<file path="src/rtl/quad_dac_pkg.sv">
// Purpose: shared constants for the quad dac serial control block
// Assumes: 12-bit serial word, msb first, four 8-bit channels
// Notes: field positions index the received word
package quad_dac_pkg;
    localparam int WORD_BITS = 12;
    localparam int DATA_BITS = 8;
    localparam int CHANNELS = 4;
    localparam int SHUTDOWN_ALL_POS = 11;
    localparam int SHUTDOWN_SEL_POS = 10;
    localparam int CHAN_SEL_HIGH_POS = 9;
    localparam int CHAN_SEL_LOW_POS = 8;
    localparam int DATA_MSB_POS = 7;
    localparam logic [7:0] REG_RESET = 8'h00;
    localparam logic [11:0] SHIFT_RESET = 12'h000;
    localparam logic [3:0] SHUTDOWN_RESET = 4'h0;
    localparam logic [2:0] SYNC_RESET = 3'h7;
    localparam logic [1:0] CTL_SYNC_RESET = 2'h3;
    localparam logic EDGE_PREV_RESET = 1'b1;
endpackage

</file>
<file path="src/rtl/quad_dac_serial_control.sv">
// Purpose: serial control logic of a quad 8-bit dac
// Assumes: link pins are sampled by i_core_clk through two flip-flops
// Notes: all link edges are found on the core clock; 64 ns link period gives 8 samples
// Overview of operation
// - chip select rise writes addressed input register
// - load strobe low keeps input register steady
// - load strobe low copies inputs to dac
// - dac registers transparent while strobe low
// - two select bits choose channel a..d
// - shutdown-all bit low powers down all
// - shutdown-selected bit low powers down one
// - shut-down channel output is not driven
// - shift on clock rise while selected
// - clear zeros input and dac registers
// - chip select does not block load strobe
`timescale 1ns/1ps
`default_nettype none
module quad_dac_serial_control (
    // core clock and reset
    input wire logic i_core_clk,
    input wire logic i_sys_rst,
    // serial link pins, asynchronous to the core clock
    input wire logic i_serial_clk,
    input wire logic i_chip_select_n,
    input wire logic i_serial_in_powerdown_pin,
    // control pins, asynchronous
    input wire logic i_dac_update_strobe_n,
    input wire logic i_async_zero_clear_n,
    // channel outputs a..d packed low to high
    output logic [31:0] o_dac_value,
    output logic [3:0] o_dac_drive_en,
    output logic [31:0] o_input_value,
    output logic [11:0] o_shift_reg
);
    // everything the block remembers: one register image and one next-value image
    typedef struct packed {
        logic [2:0] sclk_s1;
        logic [2:0] sclk_s2;
        logic [1:0] ctl_s1;
        logic [1:0] ctl_s2;
        logic sclk_prev;
        logic cs_prev;
        logic [11:0] shift_reg;
        logic [31:0] input_regs;
        logic [31:0] dac_regs;
        logic [3:0] power_down_control;
    } state_t;

    state_t st;
    state_t next_st;

    // channel decode shared by the data write and the selected shutdown
    function automatic logic chan_hit(input logic [1:0] code, input int ch);
        return code == 2'(ch);
    endfunction

    // link stage order: bit0 serial clock, bit1 chip select n, bit2 data
    logic sclk_sync;
    logic cs_n_sync;
    logic data_sync;
    // control stage order: bit0 update strobe n, bit1 zero clear n
    logic strobe_n_sync;
    logic clear_n_sync;
    // edge and event terms, all taken from the second sync stage
    logic sclk_rise;
    logic cs_rise;
    logic shift_event;
    logic word_event;
    logic [1:0] sel;

    assign sclk_sync = st.sclk_s2[0];
    assign cs_n_sync = st.sclk_s2[1];
    assign data_sync = st.sclk_s2[2];
    assign strobe_n_sync = st.ctl_s2[0];
    assign clear_n_sync = st.ctl_s2[1];
    assign sclk_rise = sclk_sync && !st.sclk_prev;
    assign cs_rise = cs_n_sync && !st.cs_prev;
    // a clock rise while deselected is dropped, so a stray clock between frames does no harm
    assign shift_event = !cs_n_sync && sclk_rise;
    // select rise with the clock low; a low strobe or clear refuses the word
    assign word_event = cs_rise && !sclk_sync && strobe_n_sync && clear_n_sync;
    assign sel = st.shift_reg[quad_dac_pkg::CHAN_SEL_HIGH_POS:quad_dac_pkg::CHAN_SEL_LOW_POS];

    // next-state logic; later blocks override earlier ones, so the clear wins
    always_comb begin
        next_st = st;
        // two flip-flops on every pin; clear is sampled, not truly asynchronous
        next_st.sclk_s1 = {i_serial_in_powerdown_pin, i_chip_select_n, i_serial_clk};
        next_st.sclk_s2 = st.sclk_s1;
        next_st.ctl_s1 = {i_async_zero_clear_n, i_dac_update_strobe_n};
        next_st.ctl_s2 = st.ctl_s1;
        // edge history, one sample behind the second stage
        next_st.sclk_prev = sclk_sync;
        next_st.cs_prev = cs_n_sync;
        // msb arrives first and enters at the bottom; surplus bits fall off the top
        if (shift_event) begin
            next_st.shift_reg = {st.shift_reg[quad_dac_pkg::WORD_BITS-2:0], data_sync};
        end
        // input registers move only on an accepted word or a clear, so a held strobe leaves them alone
        if (word_event) begin
            for (int ch = 0; ch < quad_dac_pkg::CHANNELS; ch++) begin
                if (chan_hit(sel, ch)) begin
                    next_st.input_regs[ch*quad_dac_pkg::DATA_BITS +: quad_dac_pkg::DATA_BITS] =
                        st.shift_reg[quad_dac_pkg::DATA_MSB_POS:0];
                end
            end
            // shutdown bits are active low; a word with both high wakes every channel
            for (int ch = 0; ch < quad_dac_pkg::CHANNELS; ch++) begin
                next_st.power_down_control[ch] = !st.shift_reg[quad_dac_pkg::SHUTDOWN_ALL_POS]
                    || (!st.shift_reg[quad_dac_pkg::SHUTDOWN_SEL_POS] && chan_hit(sel, ch));
            end
        end
        // strobe is level sensitive and ignores chip select; it passes the fresh input image
        if (!strobe_n_sync) begin
            next_st.dac_regs = next_st.input_regs;
        end
        // clear overrides a word or a strobe in the same cycle; the shift register is untouched
        if (!clear_n_sync) begin
            next_st.input_regs = {quad_dac_pkg::CHANNELS{quad_dac_pkg::REG_RESET}};
            next_st.dac_regs = {quad_dac_pkg::CHANNELS{quad_dac_pkg::REG_RESET}};
        end
    end

    // state register; reset loads every pin stage and edge history high so no false rising edge follows
    always_ff @(posedge i_core_clk) begin
        if (i_sys_rst) begin
            st <= '{
                sclk_s1: quad_dac_pkg::SYNC_RESET,
                sclk_s2: quad_dac_pkg::SYNC_RESET,
                ctl_s1: quad_dac_pkg::CTL_SYNC_RESET,
                ctl_s2: quad_dac_pkg::CTL_SYNC_RESET,
                sclk_prev: quad_dac_pkg::EDGE_PREV_RESET,
                cs_prev: quad_dac_pkg::EDGE_PREV_RESET,
                shift_reg: quad_dac_pkg::SHIFT_RESET,
                input_regs: {quad_dac_pkg::CHANNELS{quad_dac_pkg::REG_RESET}},
                dac_regs: {quad_dac_pkg::CHANNELS{quad_dac_pkg::REG_RESET}},
                power_down_control: quad_dac_pkg::SHUTDOWN_RESET
            };
        end else begin
            st <= next_st;
        end
    end

    // outputs; a powered-down channel drops its drive enable
    assign o_dac_value = st.dac_regs;
    assign o_dac_drive_en = ~st.power_down_control;
    assign o_input_value = st.input_regs;
    assign o_shift_reg = st.shift_reg;

    // link side: shifting only on a selected clock rise
    shift_on_rise_a: assert property (@(posedge i_core_clk) disable iff (i_sys_rst)
        (!cs_n_sync && sclk_rise) |=> st.shift_reg == {$past(st.shift_reg[10:0]), $past(data_sync)})
        else $error("shift register did not advance");

    shift_hold_a: assert property (@(posedge i_core_clk) disable iff (i_sys_rst)
        cs_n_sync |=> $stable(st.shift_reg))
        else $error("shift register moved while deselected");

    // word side: the addressed slot takes the data byte and nothing else moves
    word_write_a: assert property (@(posedge i_core_clk) disable iff (i_sys_rst)
        (cs_rise && !sclk_sync && strobe_n_sync && clear_n_sync) |=>
        st.input_regs[$past(sel)*8 +: 8] == $past(st.shift_reg[7:0]))
        else $error("input register not written");

    route_one_a: assert property (@(posedge i_core_clk) disable iff (i_sys_rst)
        (cs_rise && !sclk_sync && strobe_n_sync && clear_n_sync) |=>
        ((st.input_regs ^ $past(st.input_regs)) & ~(32'h0000_00ff << ($past(sel) * 8))) == 32'h0)
        else $error("word touched another channel");

    refused_word_a: assert property (@(posedge i_core_clk) disable iff (i_sys_rst)
        (cs_rise && !strobe_n_sync && clear_n_sync) |=> $stable(st.input_regs))
        else $error("input register written with strobe low");

    input_steady_a: assert property (@(posedge i_core_clk) disable iff (i_sys_rst)
        (clear_n_sync && !(cs_rise && !sclk_sync && strobe_n_sync)) |=> $stable(st.input_regs))
        else $error("input register moved without a word");

    // strobe and clear
    strobe_copy_a: assert property (@(posedge i_core_clk) disable iff (i_sys_rst)
        (!strobe_n_sync && clear_n_sync) |=> st.dac_regs == st.input_regs)
        else $error("dac register not following input");

    strobe_hold_a: assert property (@(posedge i_core_clk) disable iff (i_sys_rst)
        (strobe_n_sync && clear_n_sync) |=> $stable(st.dac_regs))
        else $error("dac register changed with strobe high");

    clear_zero_a: assert property (@(posedge i_core_clk) disable iff (i_sys_rst)
        !clear_n_sync |=> (st.dac_regs == 32'h0 && st.input_regs == 32'h0
        && ($past(shift_event) || $stable(st.shift_reg))))
        else $error("clear did not zero registers");

    // shutdown: drive enables change only with an accepted word
    all_down_a: assert property (@(posedge i_core_clk) disable iff (i_sys_rst)
        (cs_rise && !sclk_sync && strobe_n_sync && clear_n_sync && !st.shift_reg[11]) |=>
        o_dac_drive_en == 4'h0)
        else $error("shutdown all ignored");

    sel_down_a: assert property (@(posedge i_core_clk) disable iff (i_sys_rst)
        (cs_rise && !sclk_sync && strobe_n_sync && clear_n_sync && st.shift_reg[11:10] == 2'h2) |=>
        o_dac_drive_en == ~(4'h1 << $past(sel)))
        else $error("selected shutdown wrong");

    wake_up_a: assert property (@(posedge i_core_clk) disable iff (i_sys_rst)
        (cs_rise && !sclk_sync && strobe_n_sync && clear_n_sync && st.shift_reg[11:10] == 2'h3) |=>
        o_dac_drive_en == 4'hf)
        else $error("channels not restored");

    shutdown_keep_a: assert property (@(posedge i_core_clk) disable iff (i_sys_rst)
        !(cs_rise && !sclk_sync && strobe_n_sync && clear_n_sync) |=> $stable(o_dac_drive_en))
        else $error("shutdown state changed without a word");

    // main scenarios
    word_cover_c: cover property (@(posedge i_core_clk) cs_rise && !sclk_sync && strobe_n_sync && clear_n_sync);
    refused_cover_c: cover property (@(posedge i_core_clk) cs_rise && !strobe_n_sync);
    strobe_cover_c: cover property (@(posedge i_core_clk) !strobe_n_sync ##1 strobe_n_sync);
    clear_cover_c: cover property (@(posedge i_core_clk) !clear_n_sync);
    down_cover_c: cover property (@(posedge i_core_clk) o_dac_drive_en != 4'hf);
endmodule
`default_nettype wire

</file>
<file path="config.mk">
export PLATFORM = sky130hd
export DESIGN_NAME = quad_dac_serial_control
export DESIGN_NICKNAME = d
export VERILOG_FILES = /design/src/rtl/quad_dac_pkg.sv /design/src/rtl/quad_dac_serial_control.sv
export SDC_FILE = /design/constraint.sdc
export NUM_CORES = 1
export LEC_CHECK = 0
export BUFFER_PORTS_ARGS = -buffer_cell sky130_fd_sc_hd__buf_2
export CORE_MARGIN = 5
export CORE_UTILIZATION = 54
export DETAILED_ROUTE_END_ITERATION = 7
export GPL_ROUTABILITY_DRIVEN = 0
export HOLD_SLACK_MARGIN = 0.03
export PLACE_DENSITY = 0.78
export RECOVER_POWER = 25
export SYNTH_ARGS = -nofsm -noshare
export SYNTH_HDL_FRONTEND = slang
export SYNTH_SLANG_ARGS = --single-unit
</file>
<file path="constraint.sdc">
create_clock -name i_core_clk -period 1.65 [get_ports i_core_clk]
set_input_delay 0.2475 -clock i_core_clk [delete_from_list [all_inputs] [get_ports i_core_clk]]
set_output_delay 0.2475 -clock i_core_clk [all_outputs]
set_load 0.005 [all_outputs]
</file>
==> qor.txt <==
post-CTS sizing - 0
Worst Hold Depth - 2
DRT antenna net count - 0
final hold vios - 0
post-DP HPWL - 5280 µm
DR pass1 iterations - 4
Sw Ratio - 0.218
PD cells - 948 nW/µm²
initial antenna violation count - 0
Largest stage delay, worst path - 0.38 ns
Slew @ Worst Pin - 0.446 ns
# hold bufs at CTS - 0
commonest cells after routing, fill and taps aside - dfxtp_1, buf_2, mux2i_1
grt total ovfl - 0
Setup crit end kind - register
Hold Path Sink - next_st[88]
unrepaired setup endpoints after global routing - no
share of cells above drive strength 1 - 0.308
ANT cells - 0
root buf cell - clkbuf_8
family with the most delay on the worst path - buffers and inverters
Cells after Synth - 396
num ports - 87
CORE AREA - 7140 µm²
Die W - 95.0 µm
Worst path most repeated cell - buf_4
Critical Path Source Type - register
Clock Power Share - 0.390
H-tree depth - 3
Worst EP required - 1.89 ns
critical path arrival - 1.67 ns
crit path cell chain - buf_4, buf_4, mux2i_1, nor2_1
CTS tree - yes
# setup viols final - 0
full die area - 9020 µm²
Ys Warns - 0
vias in the first global route - 2278
r2r endpoint - o_dac_value[5]
Final Skew - 0.0120 ns
Slew HR - 0.702
site row count - 31
final wirelength - 7290 µm
Worst Hold Class - in2reg
Bufs and invs on worst path - 2
vias per std cell - 4.82
area of the mapped netlist - 3900 µm²
R2R setup slack - 0.22 ns
FF-to-FF Start - st[82]
crit path max fanout - 19
Crit-path slowest cell - buf_4
crit path kind - reg2reg
DRT iter0 DRCs - 114
total of max-cap violations - 0
fin crit share - 0.869
largest net degree at the start of global routing - 30
NetSw - 843 µW
CTS Buffer Depth - 2
post-synthesis register bit count - 92
Setup Buffers After CTS - 0
min Tclk post-route - 1.43 ns
asr flop ratio synth - 0
most common cell after layout, fill and taps aside - dfxtp_1
Worst-path clk slew - 0.09 ns
DRC Markers - 0
syn avg cell area - 9.84 µm²
CTS Buf Count - 9
Initial Utilization - 0.546
LEAKAGE - 2.04 nW
hold path start - i_serial_in_powerdown_pin
placed cell areas - 3880 µm²
wire per inst - 14.2 µm
number of synthesized flops with an enable pin - 0
Netlist cell types - 27
GRT Util Overall - 0.163
vias - 2468
number of port buffers - 86
status - finished, final reports clean
Seq pwr share - 0.579
Area Overhead vs Synth - 4.59%
Max rail drop VDD - 632 µV
fin nets - 415
FF-to-FF path depth - 4
die height - 95.0 µm
worst skew pair latency - 0.34 ns
first-pass GRT wire length - 11300 µm
Comb pwr share - 0.031
fmax - 698 MHz
final instance area - 4080 µm²
Post-Syn Nets - 403
Internal Power - 3.02 mW
Seq/Total Area, Yosys - 0.473
Main synth FF type - dfxtp_1
total negative slack - 0 ns
max-slew violations - 0
clock sink count - 92
==> Yosys cell counts, drive strengths merged, types with 2 or more instances <==
library cell,n,area share
or2,13,0.021
nand2,32,0.031
dfxtp,92,0.47
inv,4,0.0039
o21ai,8,0.010
buf,87,0.16
o211ai,8,0.015
nor2,45,0.043
clkbuf,11,0.011
mux2i,68,0.17
nand3b,2,0.0039
nor3b,4,0.012
a21oi,4,0.0051
nor3,9,0.012
==> metrics by stage <==
step | hold slack [ns] | worst slack, ns | instances | util | power [mW]
after floorplan | 0.351 | 0.262 | 396 | - | 2.37
after global placement | 0.393 | 0.294 | 496 | 0.544 | 2.41
after detailed placement | 0.397 | 0.228 | 496 | 0.544 | 2.41
after CTS | 0.0627 | 0.230 | 512 | 0.572 | 3.90
after global routing | 0.0480 | 0.107 | 512 | 0.571 | 4.01
final | 0.0768 | 0.217 | 512 | 0.571 | 3.86
==> final cells by class <==
class	count	area [µm²]
Clock inverter	5	58.8
Multi-Input combinational cell	202	1380
Sequential cell	92	1840
Timing Repair Buffer	99	520
Fill cell	653	3060
Inverter	4	15.0
Tap cell	99	124
Clock buffer	11	141
==> power by group through the flow <==
stage	Combinational, mW	Clock [mW]	Sequential, mW
2_1_floorplan	0.0849	0	2.29
3_3_place_gp	0.119	0	2.29
3_5_place_dp	0.120	0	2.29
4_1_cts	0.120	1.54	2.24
5_1_grt	0.129	1.65	2.24
6_report	0.118	1.51	2.24
==> worst max-delay path by stage <==
stage	depth (start not counted)	slack, ns	end	startpoint
detailed placement	4	0.23	o_dac_value[5]	st[82]
finish	4	0.22	o_dac_value[5]	st[82]
global route	3	0.11	o_input_value[11]	clear_n_sync
global placement	4	0.29	o_shift_reg[8]	next_st[81]
CTS	4	0.23	o_dac_value[5]	st[82]
floorplan	5	0.26	o_input_value[16]	st[82]
==> metal layers <==
metal  global-route usage  part of all wire  up-vias
met2                0.271              0.49       51
met4               0.0541             0.014        0
met3               0.0430             0.041        8
li1                     -                 -     1247
met1                0.205              0.46     1162
met5                    0                 0        -
==> kinds of logic (layout without fill, tap and decap cells) <==
family,after synthesis,after routing,synth area share
buf+inv,102,119,0.175
flops,92,92,0.473
compound gates,20,20,0.0308
simple gates,114,114,0.147
mux,68,68,0.175
Note: power is estimated with default switching activity, not from simulation.
